==> src/rtl/dccr_pkg.sv <==
// package: register map, field positions and reset values of the dual comparator control block
// Operation
// - bit 7 of a comparator control register switches that comparator on when set and off when clear.
// - read-only bit 6 shows the comparator result: 1 when plus exceeds minus, swapped when polarity is set.
// - bit 4 inverts the comparator result before it reaches the status bit and the pin path.
// - bit 5 routes the result to the comparator's own output pin; when clear it stays internal.
// - the pin is driven only while output enable is 1, comparator enable is 1 and port direction is 0.
// - bits 1-0 pick one of four shared minus pins, codes 00 to 11 giving pins zero to three.
// - bit 3 is unimplemented, ignores writes and reads as zero.
// - any read of a control register loads the present result into a reference latch; a mismatch edge raises the flag.
// - a write to a control register also clears the mismatch, as every write starts with a read.
// - the internal comparator result is sampled once every clock; the pin path adds one more register stage after it.
// - reset returns both control registers to reset values, turning both comparators off.
package dccr_pkg;
  // byte addresses on the register bus
  localparam logic [4:0] CMP_ONE_CTRL_OFS = 5'h00;
  localparam logic [4:0] CMP_TWO_CTRL_OFS = 5'h04;
  localparam logic [4:0] IRQ_STATUS_OFS   = 5'h08;
  localparam logic [4:0] IRQ_MASK_OFS     = 5'h0C;
  // control register field positions
  localparam int BIT_ENABLE    = 7;
  localparam int BIT_RESULT    = 6;
  localparam int BIT_PIN_DRIVE = 5;
  localparam int BIT_INVERT    = 4;
  localparam int BIT_SPARE     = 3;
  localparam int BIT_REF_SEL   = 2;
  localparam int BIT_CHAN_HI   = 1;
  localparam int BIT_CHAN_LO   = 0;
  // interrupt status and mask positions
  localparam int IRQ_CMP_ONE = 0;
  localparam int IRQ_CMP_TWO = 1;
  // values after reset
  localparam logic [7:0] CTRL_RESET = 8'h00;
  localparam logic [1:0] IRQ_RESET  = 2'h0;
  localparam logic [1:0] CHAN_RESET = 2'h0;
  localparam logic [1:0] SYNC_RESET = 2'h0;
endpackage

==> src/rtl/dccr_sync.sv <==
// two flip-flop synchroniser for the asynchronous comparator levels
`timescale 1ns/100ps
`default_nettype none
module dccr_sync
  import dccr_pkg::*;
#(
  parameter int WIDTH = 2
) (
  input  wire logic             clk,
  input  wire logic             reset,
  input  wire logic [WIDTH-1:0] asyncIn,
  output logic      [WIDTH-1:0] syncOut
);
  typedef struct packed {
    logic [WIDTH-1:0] stageOne;
    logic [WIDTH-1:0] stageTwo;
  } dccr_sync_s;

  dccr_sync_s syncReg;
  dccr_sync_s syncNext;

  // stage one feeds stage two only, never any logic
  always_comb begin
    syncNext          = syncReg;
    syncNext.stageOne = asyncIn;
    syncNext.stageTwo = syncReg.stageOne;
  end

  always_ff @(posedge clk) begin
    if (reset) begin
      syncReg <= '0;
    end else begin
      syncReg <= syncNext;
    end
  end

  assign syncOut = syncReg.stageTwo;
endmodule
`default_nettype wire

==> src/rtl/dccr_channel.sv <==
// one comparator: control register, sampled result, mismatch latch and pin drive
`timescale 1ns/100ps
`default_nettype none
module dccr_channel
  import dccr_pkg::*;
(
  input  wire logic       clk,
  input  wire logic       reset,
  input  wire logic       rawAbove,
  input  wire logic       portDir,
  input  wire logic       wrStrobe,
  input  wire logic [7:0] wrData,
  input  wire logic       rdCapture,
  output logic      [7:0] ctrlView,
  output logic            mismatch,
  output logic            changeEvent,
  output logic            pinOut,
  output logic            pinOe
);
  typedef struct packed {
    logic       enable;
    logic       pinDrive;
    logic       invert;
    logic       refSel;
    logic [1:0] chan;
    logic       result;
    logic       refLatch;
    logic       misPrev;
    logic       pinOut;
    logic       pinOe;
  } dccr_chan_s;

  dccr_chan_s chanReg;
  dccr_chan_s chanNext;

  // mismatch level and its rising edge
  assign mismatch    = chanReg.refLatch ^ chanReg.result;
  assign changeEvent = mismatch & ~chanReg.misPrev;

  // next state of the comparator channel
  always_comb begin
    chanNext = chanReg;
    // a disabled comparator reports zero so that status never floats
    chanNext.result  = chanReg.enable & (rawAbove ^ chanReg.invert);
    // reads and writes alike reload the latch, so a write clears mismatch
    if (rdCapture) begin
      chanNext.refLatch = chanReg.result;
    end
    chanNext.misPrev = mismatch;
    // pin path: one register stage keeps the top outputs glitch free
    chanNext.pinOut = chanReg.result;
    chanNext.pinOe  = chanReg.enable & chanReg.pinDrive & ~portDir;
    if (wrStrobe) begin
      chanNext.enable   = wrData[BIT_ENABLE];
      chanNext.pinDrive = wrData[BIT_PIN_DRIVE];
      chanNext.invert   = wrData[BIT_INVERT];
      chanNext.refSel   = wrData[BIT_REF_SEL];
      chanNext.chan     = wrData[BIT_CHAN_HI:BIT_CHAN_LO];
    end
  end

  always_ff @(posedge clk) begin
    if (reset) begin
      chanReg <= '0;
    end else begin
      chanReg <= chanNext;
    end
  end

  // readback view; bit 3 is hard zero
  assign ctrlView = {chanReg.enable, chanReg.result, chanReg.pinDrive, chanReg.invert,
                     1'b0, chanReg.refSel, chanReg.chan};
  assign pinOut   = chanReg.pinOut;
  assign pinOe    = chanReg.pinOe;
endmodule
`default_nettype wire

==> src/rtl/dccr_top.sv <==
// top of the dual comparator control block: wishbone slave, two channels, interrupt logic
`timescale 1ns/100ps
`default_nettype none
module dccr_top
  import dccr_pkg::*;
(
  input  wire logic        clk,
  input  wire logic        reset,
  // classic wishbone slave
  input  wire logic        wb_cyc_i,
  input  wire logic        wb_stb_i,
  input  wire logic        wb_we_i,
  input  wire logic [4:0]  wb_adr_i,
  input  wire logic [3:0]  wb_sel_i,
  input  wire logic [31:0] wb_dat_i,
  output logic      [31:0] wb_dat_o,
  output logic             wb_ack_o,
  output logic             irq,
  // analog comparator results, asynchronous: 1 when plus exceeds minus
  input  wire logic        cmpOneAbove,
  input  wire logic        cmpTwoAbove,
  // port direction bits of the two output pins, 0 means output
  input  wire logic        portDirOne,
  input  wire logic        portDirTwo,
  // analog controls
  output logic             cmpOneEnable,
  output logic             cmpOneRefSelect,
  output logic      [1:0]  cmpOneNegChannel,
  output logic             cmpTwoEnable,
  output logic             cmpTwoRefSelect,
  output logic      [1:0]  cmpTwoNegChannel,
  // comparator output pins
  output logic             cmpOnePinOut,
  output logic             cmpOnePinOe,
  output logic             cmpTwoPinOut,
  output logic             cmpTwoPinOe
);
  typedef struct packed {
    logic        ack;
    logic [31:0] datO;
    logic [1:0]  status;
    logic [1:0]  mask;
    logic        irq;
  } dccr_bus_s;

  dccr_bus_s busReg;
  dccr_bus_s busNext;

  logic       reqNew;
  logic       commit;
  logic       wrLane;
  logic [1:0] aboveSync;
  logic [7:0] ctrlOne;
  logic [7:0] ctrlTwo;
  logic       misOne;
  logic       misTwo;
  logic       evtOne;
  logic       evtTwo;
  logic       wrOne;
  logic       wrTwo;
  logic       capOne;
  logic       capTwo;
  logic [1:0] clrBits;

  // request taken on first cycle, completed on the ack cycle
  assign reqNew = wb_cyc_i & wb_stb_i & ~busReg.ack;
  assign commit = wb_cyc_i & wb_stb_i & busReg.ack;
  assign wrLane = commit & wb_we_i & wb_sel_i[0];

  // writes land on the ack edge, latch capture on the request edge
  assign wrOne  = wrLane & (wb_adr_i == CMP_ONE_CTRL_OFS);
  assign wrTwo  = wrLane & (wb_adr_i == CMP_TWO_CTRL_OFS);
  assign capOne = reqNew & (wb_adr_i == CMP_ONE_CTRL_OFS);
  assign capTwo = reqNew & (wb_adr_i == CMP_TWO_CTRL_OFS);

  // analog levels change at any time, so sample them twice
  dccr_sync #(
    .WIDTH (2)
  ) u_sync (
    .clk              (clk),
    .reset            (reset),
    .asyncIn          ({cmpTwoAbove, cmpOneAbove}),
    .syncOut          (aboveSync)
  );

  dccr_channel u_cmp_one (
    .clk         (clk),
    .reset       (reset),
    .rawAbove    (aboveSync[0]),
    .portDir     (portDirOne),
    .wrStrobe    (wrOne),
    .wrData      (wb_dat_i[7:0]),
    .rdCapture   (capOne),
    .ctrlView    (ctrlOne),
    .mismatch    (misOne),
    .changeEvent (evtOne),
    .pinOut      (cmpOnePinOut),
    .pinOe       (cmpOnePinOe)
  );

  dccr_channel u_cmp_two (
    .clk         (clk),
    .reset       (reset),
    .rawAbove    (aboveSync[1]),
    .portDir     (portDirTwo),
    .wrStrobe    (wrTwo),
    .wrData      (wb_dat_i[7:0]),
    .rdCapture   (capTwo),
    .ctrlView    (ctrlTwo),
    .mismatch    (misTwo),
    .changeEvent (evtTwo),
    .pinOut      (cmpTwoPinOut),
    .pinOe       (cmpTwoPinOe)
  );

  // write-one-to-clear of the sticky status bits
  assign clrBits = (wrLane && wb_adr_i == IRQ_STATUS_OFS) ? wb_dat_i[1:0] : 2'h0;

  // bus answer, status, mask and interrupt
  always_comb begin
    busNext      = busReg;
    busNext.ack  = reqNew;
    busNext.datO = 32'h0000_0000;
    if (reqNew && !wb_we_i) begin
      case (wb_adr_i)
        CMP_ONE_CTRL_OFS: busNext.datO = {24'h00_0000, ctrlOne};
        CMP_TWO_CTRL_OFS: busNext.datO = {24'h00_0000, ctrlTwo};
        IRQ_STATUS_OFS:   busNext.datO = {30'h0000_0000, busReg.status};
        IRQ_MASK_OFS:     busNext.datO = {30'h0000_0000, busReg.mask};
        default:          busNext.datO = 32'h0000_0000; // unmapped reads zero
      endcase
    end
    // a new event wins over a clear in the same cycle
    busNext.status = (busReg.status & ~clrBits) | {evtTwo, evtOne};
    if (wrLane && wb_adr_i == IRQ_MASK_OFS) begin
      busNext.mask = wb_dat_i[1:0];
    end
    busNext.irq = |(busNext.status & busNext.mask);
  end

  always_ff @(posedge clk) begin
    if (reset) begin
      busReg        <= '0;
      busReg.status <= IRQ_RESET;
      busReg.mask   <= IRQ_RESET;
    end else begin
      busReg <= busNext;
    end
  end

  // every output below is a flip-flop in this module or a channel
  assign wb_ack_o         = busReg.ack;
  assign wb_dat_o         = busReg.datO;
  assign irq              = busReg.irq;
  assign cmpOneEnable     = ctrlOne[BIT_ENABLE];
  assign cmpOneRefSelect  = ctrlOne[BIT_REF_SEL];
  assign cmpOneNegChannel = ctrlOne[BIT_CHAN_HI:BIT_CHAN_LO];
  assign cmpTwoEnable     = ctrlTwo[BIT_ENABLE];
  assign cmpTwoRefSelect  = ctrlTwo[BIT_REF_SEL];
  assign cmpTwoNegChannel = ctrlTwo[BIT_CHAN_HI:BIT_CHAN_LO];
endmodule
`default_nettype wire

==> config.mk <==
export PLATFORM = sky130hd
export DESIGN_NAME = dccr_top
export DESIGN_NICKNAME = d
export VERILOG_FILES = /design/src/rtl/dccr_pkg.sv /design/src/rtl/dccr_sync.sv /design/src/rtl/dccr_channel.sv /design/src/rtl/dccr_top.sv
export SDC_FILE = /design/constraint.sdc
export NUM_CORES = 1
export LEC_CHECK = 0
export BUFFER_PORTS_ARGS = -buffer_cell sky130_fd_sc_hd__buf_2
export CORE_MARGIN = 3
export CORE_UTILIZATION = 41
export CTS_BUF_LIST = sky130_fd_sc_hd__clkbuf_16
export DETAILED_ROUTE_END_ITERATION = 7
export PLACE_DENSITY_LB_ADDON = 0.3
export SETUP_SLACK_MARGIN = 0.02
export SYNTH_ARGS = -nofsm -noshare
export SYNTH_HDL_FRONTEND = slang
export SYNTH_HIERARCHICAL = 1
export SYNTH_SLANG_ARGS = --single-unit
export TNS_END_PERCENT = 10
==> constraint.sdc <==
create_clock -name clk -period 1.3 [get_ports clk]
set_input_delay 0.195 -clock clk [delete_from_list [all_inputs] [get_ports clk]]
set_output_delay 0.195 -clock clk [all_outputs]
set_load 0.02 [all_outputs]
# ---- Word level (Yosys, flattened, before mapping)
# Index checks and enable logic that the tools add are counted.
dict set report op_classes {
  n_eq_ne 3
  n_reduce_logical 7
  bitwise_logic 31
  mux 3
}
# cell count
set ops {}
lappend ops {{$pmux 8 s4} 1}
lappend ops {{$and 1x1->1} 17}
lappend ops {{$eq 5x4->1 const B} 2}
lappend ops {{$not 1->1} 6}
lappend ops {{$eq 5x3->1 const B} 1}
lappend ops {{$logic_not 5->1} 1}
lappend ops {{$and 2x2->2} 2}
lappend ops {{$mux 2} 2}
lappend ops {{$reduce_or 2->1} 2}
lappend ops {{$xor 1x1->1} 4}
lappend ops {{$logic_and 1x1->1} 3}
lappend ops {{$not 2->2} 1}
lappend ops {{$or 2x2->2} 1}
lappend ops {{$logic_not 1->1} 1}
dict set report word_totals {
  in_bits 50
  reg_bits 64
  elab_cells 71
  output_inout_bits 46
}

# ---- Logic depth before layout (Yosys ltp)
# Gate-level depths: netlist (run 1).
dict set report depth {
  ltp_word 11
  depth_mapped 6
  depth_no_buf 5
}

# ---- Hierarchy
# The synthesis (run 1) kept the hierarchy.
# mod area_per_inst_um2 instances seq_area_each_um2 cells_each
set by_module_without_submodules {}
lappend by_module_without_submodules {dccr_channel 454.2 2 220.2 44}
lappend by_module_without_submodules {dccr_top 885.8 1 280.3 95}
lappend by_module_without_submodules {dccr_sync 105.1 1 80.1 8}

# ---- Worst setup path after synthesis (run 1)
# Ideal clock, no wire load.
dict set report synth_timing {
  kind {register to register}
  start {reg busReg (netlist bit wb_ack_o)}
  end {reg busReg (netlist bit irq)}
  path_stages_with_launch 5
  required_ps 1208
  path_buffers 0
  period_less_slack_ps 1485
  setup_time_ps 92
  arrival_time_ps 1393
  path_slack_ps -185
  cell_sequence {dfxtp_1 -> inv_1 -> or4b_4 -> mux2i_1 -> o32ai_1}
}
dict set report synth_between {
  elab_chain_len 10
  elab_cells_between_ends 12
  cone_classes {2 x mux; 7 x bitwise; 3 x reduce/logical}
}
# item line_no
set synth_rtl {}
lappend synth_rtl {{from (decl)} dccr_top.sv:46} ;# dccr_bus_s busReg;
lappend synth_rtl {{from (signal assigned)} dccr_top.sv:147} ;# busReg <= busNext;
lappend synth_rtl {{$and 1x1->1 (*)} dccr_top.sv:67} ;# assign commit = wb_cyc_i & wb_stb_i & busReg.ack;
lappend synth_rtl {{$and 1x1->1 (*) (2 in series)} dccr_top.sv:68} ;# assign wrLane = commit & wb_we_i & wb_sel_i[0];
lappend synth_rtl {{$logic_and 1x1->1} dccr_top.sv:117} ;# assign clrBits = (wrLane && wb_adr_i == IRQ_STATUS_OFS) ? wb_dat_i[1:0] : 2'h0;
lappend synth_rtl {{$mux 2} dccr_top.sv:117}
lappend synth_rtl {{$not 2->2} dccr_top.sv:134} ;# busNext.status = (busReg.status & ~clrBits) | {evtTwo, evtOne};
lappend synth_rtl {{$and 2x2->2} dccr_top.sv:134}
lappend synth_rtl {{$or 2x2->2} dccr_top.sv:134}
lappend synth_rtl {{$and 2x2->2 (*)} dccr_top.sv:138} ;# busNext.irq = |(busNext.status & busNext.mask);
lappend synth_rtl {{$reduce_or 2->1 (*)} dccr_top.sv:138}
# Every way passes the cells marked *; elsewhere a longest branch is shown, timed or not.
# A chain may end at the register's enable or synchronous reset.

# ---- Worst setup path in the final report (run 1)
dict set report layout_timing {
  start {reg busReg (netlist bit wb_ack_o)}
  end {reg u_cmp_one.chanReg (netlist bit u_cmp_one/ctrlView[7])}
}
dict set report layout_between {
  elab_chain_len 4
}
# item line_no
set layout_rtl {}
lappend layout_rtl {{$and 1x1->1} dccr_top.sv:67}
lappend layout_rtl {{$and 1x1->1 (2 in series)} dccr_top.sv:68}
lappend layout_rtl {{$and 1x1->1} dccr_top.sv:71} ;# assign wrOne = wrLane & (wb_adr_i == CMP_ONE_CTRL_OFS);
lappend layout_rtl {{via wrOne} dccr_top.sv:59} ;# logic wrOne;
lappend layout_rtl {{to (signal assigned)} dccr_channel.sv:66} ;# chanReg <= chanNext;
lappend layout_rtl {{to (decl)} dccr_channel.sv:33} ;# dccr_chan_s chanReg;
# The timed path passes the listed nets, and every way through them passes these cells.

==> results of run 1 <==
## cell type report
cell class | count | area share [%]
Clock inverter | 3 | 0.6311
Inverter | 3 | 0.5164
Sequential cell | 40 | 36.89
Multi-Input combinational cell | 116 | 37.75
Timing Repair Buffer | 58 | 15.49
Clock buffer | 5 | 5.737
Tap cell | 52 | 2.983
## per-layer routing
metal	vias up	routed length, um	GRT usage [%]
li1	620	-	-
met1	565	1559	17.84
met2	44	1676	18.21
met3	6	194	4.925
met4	0	38	3.622
met5	-	0	0
## worst max path at each step
stage	startpoint	endpoint	slack, ns
after floorplan	wb_adr_i[1]	irq$_SDFF_PP0_	-0.09
after global placement	wb_adr_i[1]	u_cmp_two/ctrlView[7]$_SDFFE_PP0P_	-0.31
after detailed placement	wb_adr_i[1]	u_cmp_two/ctrlView[2]$_SDFFE_PP0P_	-0.33
after CTS	wb_ack_o$_SDFF_PP0_	u_cmp_one/ctrlView[0]$_SDFFE_PP0P_	-0.1
after global routing	wb_ack_o$_SDFF_PP0_	u_cmp_one/ctrlView[2]$_SDFFE_PP0P_	-0.15
final	wb_ack_o$_SDFF_PP0_	u_cmp_one/ctrlView[7]$_SDFFE_PP0P_	-0.09
## cell usage in the layout (no fill, tap or decap), types with 2 or more instances in the layout
| cell type | n |
|---|---|
| nor4bb_1 | 2 |
| nand2_2 | 2 |
| nor2_1 | 29 |
| buf_2 | 42 |
| nor3_1 | 3 |
| nor3b_2 | 2 |
| and3_1 | 2 |
| xnor2_1 | 4 |
| conb_1 | 26 |
| buf_4 | 14 |
| buf_6 | 2 |
| dfxtp_1 | 39 |
| nor2b_1 | 7 |
| inv_1 | 2 |
| clkinv_2 | 2 |
| mux2i_1 | 22 |
| nand3b_1 | 2 |
| mux4_2 | 2 |
| clkbuf_16 | 5 |
## worst max-delay path, stage by stage (launching register included)
cell and delay [ns]:
dfxtp_4 0.34, inv_2 0.04, or3_4 0.38, nor2_4 0.12
buf_6 0.14, mux2i_1 0.19, nor2_1 0.05
## power by group through the flow
| stage | Combinational (mW) | Clock (mW) | Sequential, mW |
|---|---|---|---|
| after floorplan | 0.166 | 0 | 1.26 |
| after global placement | 0.189 | 0 | 1.26 |
| after detailed placement | 0.188 | 0 | 1.26 |
| after CTS | 0.191 | 1.17 | 1.23 |
| after global routing | 0.219 | 1.23 | 1.23 |
| final | 0.200 | 1.15 | 1.23 |
## through the flow
step | hold WS, ns | setup TNS [ns] | instances
after CTS | 0.06398 | -0.8985 | 277
after floorplan | 0.2577 | -0.5658 | 212
after global placement | 0.3601 | -3.906 | 269
final | 0.06399 | -0.5358 | 277
after detailed placement | 0.3620 | -4.348 | 269
after global routing | 0.06400 | -1.261 | 277
## state kept, by name, summed over array words and instances, names as in the netlist
name and cells:
wb_dat_o 8, u_cmp_one/ctrlView 7, u_cmp_two/ctrlView 7, busReg 4
u_cmp_one/chanReg 2, u_cmp_two/chanReg 2, u_sync/syncNext 2, u_sync/syncOut 2
irq 1, u_cmp_one/pinOe 1, u_cmp_one/pinOut 1, u_cmp_two/pinOe 1
u_cmp_two/pinOut 1, wb_ack_o 1
## what timing repair did
item,in CTS,in global routing
gates cloned,0,0
endpoints found under the setup margin,22,22
gates resized for setup,8,6
pin swaps,1,3
==> results.cfg, run 1 <==
[clocking]
clk_pin_slew_worst_paths_ns = 0.06
numClockSinks = 40
cts_max_level = 2
cts_buffers = 5
clk_latency_ns = 0.28
cts_buffer_depth = 2
clockRootBuffer = clkbuf_16
cts_tree = done
hold_buffers = 0
cts_setup_buffers = 0

[power]
p_clk_share_pct = 44.4
finalPower_mw = 2.582
power_frac_comb_pct = 7.7
seqPwrFrac_pct = 47.8
switchingPower_mw = 0.5912
power.leakage_nw = 0.9923
max-vdd-ir-drop_uv = 726.8
intPower_mw = 1.991
power.density_nw_per_um2 = 1184
swShare_pct = 22.90

[sta]
slew_viol_final = 0
fmax_ghz = 0.7177
rsz0062_at_grt = true
setup_ws_ns = -0.09335
hold_viol = 0
setup_viol = 9
post-route-min-period_ns = 1.393
finClkSkew_ns = 0.006694
finalCritPeriodShare_pct = 107.2

[worst_hold_path]
min_to = u_cmp_two/pinOe$_SDFF_PP0_
hp-class = in -> reg
min_from = portDirTwo
holdPathStages = 2

[critical_path]
r2r_end = u_cmp_one/ctrlView[7]$_SDFFE_PP0P_
path_class = reg -> reg
r2r_slack_ns = -0.09
path_max_fanout = 4
arrival_ns = 1.55
cp-end-kind = flip-flop
start_kind = flip-flop
cp.required_ns = 1.46
r2r-start = wb_ack_o$_SDFF_PP0_
reg2regPathDepth = 6

[placed_design]
placedInstanceArea_um2 = 1979
place_hpwl_mm = 2.585
place_ws_ns = -0.3348
place.gp.congestion = 0.8402
numPortBuffers = 42

[die]
initial_core_util_pct = 42.86
dieArea_um2 = 5465
die_y_um = 73.93
ios = 96
coreArea_um2 = 4414
rows = 24
die_x_um = 73.93

[status]
status = finished, violations left
violations = negative setup slack

[layout]
num-fill-cells = 427
multi_input_area_um2 = 823.3
fin_area_um2 = 2181
area_growth_pct = 15.28
fin_util_pct = 49.40
fin_nets = 274
regArea_um2 = 804.5
antennaDiodeCount = 0
drive_gt1_share_pct = 36.89

[routing]
avgViaCountPerCell = 4.458
first_pass_iters = 4
wl_per_cell_um = 12.52
drt_wl_total_mm = 3.468
num_vias = 1235
ant_nets = 0
drc = 0
drt_iter0_markers = 29

[global_route]
antenna_found_initial = 0
grt_start_max_net_pins = 27
grt-ovfl-total = 0
grt_usage_pct = 12.73
grt_pass1_wl_mm = 5.250
first_global_vias = 1074

[synthesis]
postSynthCellCount = 189
synthesis.area_um2 = 1892
ys_warn_count = 6
syn_avg_cell_area_um2 = 10.01

[flow_run]
max_cap_violations = 0
(Power assumes the default switching activity.)
==> run 2: changes to the inputs <==
--- a/config.mk
+++ b/config.mk
@@ -10,7 +10,7 @@
 export CORE_UTILIZATION = 41
 export CTS_BUF_LIST = sky130_fd_sc_hd__clkbuf_16
 export DETAILED_ROUTE_END_ITERATION = 7
-export PLACE_DENSITY_LB_ADDON = 0.3
+export PLACE_DENSITY = 0.81
 export SETUP_SLACK_MARGIN = 0.02
 export SYNTH_ARGS = -nofsm -noshare
 export SYNTH_HDL_FRONTEND = slang
==> run 2 against run 1 <==
Net effect: the flow still finishes with violations (negative setup slack); register-to-register slack about the same; core utilization is 0.14 points lower; first-iteration DRC count up 86%; routed wire length grew 4.0%; via count increased by 0.24%; largest power group unchanged; highest routed layer unchanged.
==> results.cfg, run 2 (synthesized netlist as in run 1, its figures left out) <==
[status]
status = finished, violations left
violations = negative setup slack

[worst_hold_path]
holdPathStages = 2
min_to = u_cmp_one/pinOe$_SDFF_PP0_
hp-class = in -> reg
min_from = portDirOne

[sta]
setup_viol = 14
rsz0062_at_grt = true
finalCritPeriodShare_pct = 106.2
finClkSkew_ns = 0.003396
setup_ws_ns = -0.08120
post-route-min-period_ns = 1.381
hold_viol = 0
hold_ws_ns = 0.07329
fmax_ghz = 0.7240
slew_viol_final = 0

[critical_path]
cp-end-kind = flip-flop
startpoint = wb_ack_o$_SDFF_PP0_
r2r-start = wb_ack_o$_SDFF_PP0_
r2r_end = irq$_SDFF_PP0_
path_max_fanout = 3
path_class = reg -> reg
arrival_ns = 1.57
r2r_slack_ns = -0.08
start_kind = flip-flop
cp.required_ns = 1.49
reg2regPathDepth = 4

[clocking]
numClockSinks = 40
cts_max_level = 2
clockRootBuffer = clkbuf_16
cts_tree = done
cts_buffers = 5
hold_buffers = 0
clk_pin_slew_worst_paths_ns = 0.05
clk_latency_ns = 0.28
cts_buffer_depth = 2
cts_setup_buffers = 0

[routing]
avgViaCountPerCell = 4.453
drt_iter0_markers = 54
drt_wl_total_mm = 3.608
num_vias = 1238
wl_per_cell_um = 12.98
ant_nets = 0
first_pass_iters = 5
drc = 0

[global_route]
grt-ovfl-total = 0
first_global_vias = 1162
busiest_layer = met2
grt_start_max_net_pins = 19
met3_usage_pct = 3.146
grt_usage_pct = 13.49
grt_pass1_wl_mm = 5.485
grt_util_met2_pct = 24.02
antenna_found_initial = 0
use_met1_pct = 14.60

[flow_run]
max_cap_violations = 0

[layout]
area_growth_pct = 14.95
regArea_um2 = 804.5
fin_nets = 276
antennaDiodeCount = 0
final_cells = 278
num-fill-cells = 414
mostFrequentLayoutCell = buf_2
multi_input_area_um2 = 807.0
layout_common_cells = buf_2 (42), dfxtp_1 (39), nor2_1 (28)
largest_register_ffs = 8
drive_gt1_share_pct = 36.73

[die]
dieArea_um2 = 5465
die_x_um = 73.93
initial_core_util_pct = 42.86
ios = 96
coreArea_um2 = 4414
die_y_um = 73.93
rows = 24

[placed_design]
place_hpwl_mm = 2.669
place_ws_ns = -0.2985
numPortBuffers = 42
place.gp.congestion = 0.8485
dp_cells = 271

[power]
max-vdd-ir-drop_uv = 574.0
finalPower_mw = 2.557
power.leakage_nw = 0.9845
power.density_nw_per_um2 = 1176
==> run 2: area by class of cell <==
class	count	area share, %
inverters	3	0.5178
multi-input cells	116	37.11
clock buffers	5	5.754
flip-flops and latches	40	37.00
well taps	52	2.992
clock inverters	2	0.4028
repair buffers	60	16.23
==> run 2: repair_timing <==
item	4_1_cts	5_1_grt
resized for setup	11	1
endpoints found under the setup margin	22	21
pin swaps	2	3
==> run 2: per-stage QoR <==
step	TNS [ns]	area [um2]	util, %
floorplan	-0.5658	1982	-
global placement	-3.332	1994	45.18
detailed placement	-3.739	1994	45.18
CTS	-0.6181	2171	49.18
global route	-1.672	2175	49.26
finish	-0.5404	2175	49.26
==> run 2: report_power, final <==
| group | internal [mW] | leakage [nW] | switching (mW) |
|---|---|---|---|
| Clock | 0.688 | 0.0709 | 0.432 |
| Sequential | 1.23 | 0.324 | 0.00257 |
| Combinational | 0.0648 | 0.590 | 0.137 |
==> run 2: routing by layer <==
| layer | wire length [um] | share of wire, % | up-vias |
|---|---|---|---|
| met5 | 0 | 0 | - |
| met4 | 87 | 2.4 | 0 |
| met3 | 205 | 5.7 | 8 |
| met2 | 1834 | 51 | 44 |
| met1 | 1481 | 41 | 566 |
| li1 | - | - | 620 |
==> run 2: worst max path at each step <==
| stage | endpoint | slack, ns | depth (start not counted) |
|---|---|---|---|
| finish | irq$_SDFF_PP0_ | -0.08 | 4 |
| global route | wb_dat_o[7]$_SDFF_PP0_ | -0.14 | 5 |
| CTS | u_cmp_one/ctrlView[2]$_SDFFE_PP0P_ | -0.1 | 6 |
| detailed placement | u_cmp_two/ctrlView[7]$_SDFFE_PP0P_ | -0.30 | 8 |
| global placement | u_cmp_two/ctrlView[4]$_SDFFE_PP0P_ | -0.25 | 8 |
| floorplan | irq$_SDFF_PP0_ | -0.09 | 4 |
==> run 2: worst max-delay path, stage by stage, from the launching register on <==
cell and delay (ns):
dfxtp_4 0.35, inv_2 0.05, or4b_4 0.53, mux2i_1 0.15
o32ai_1 0.21
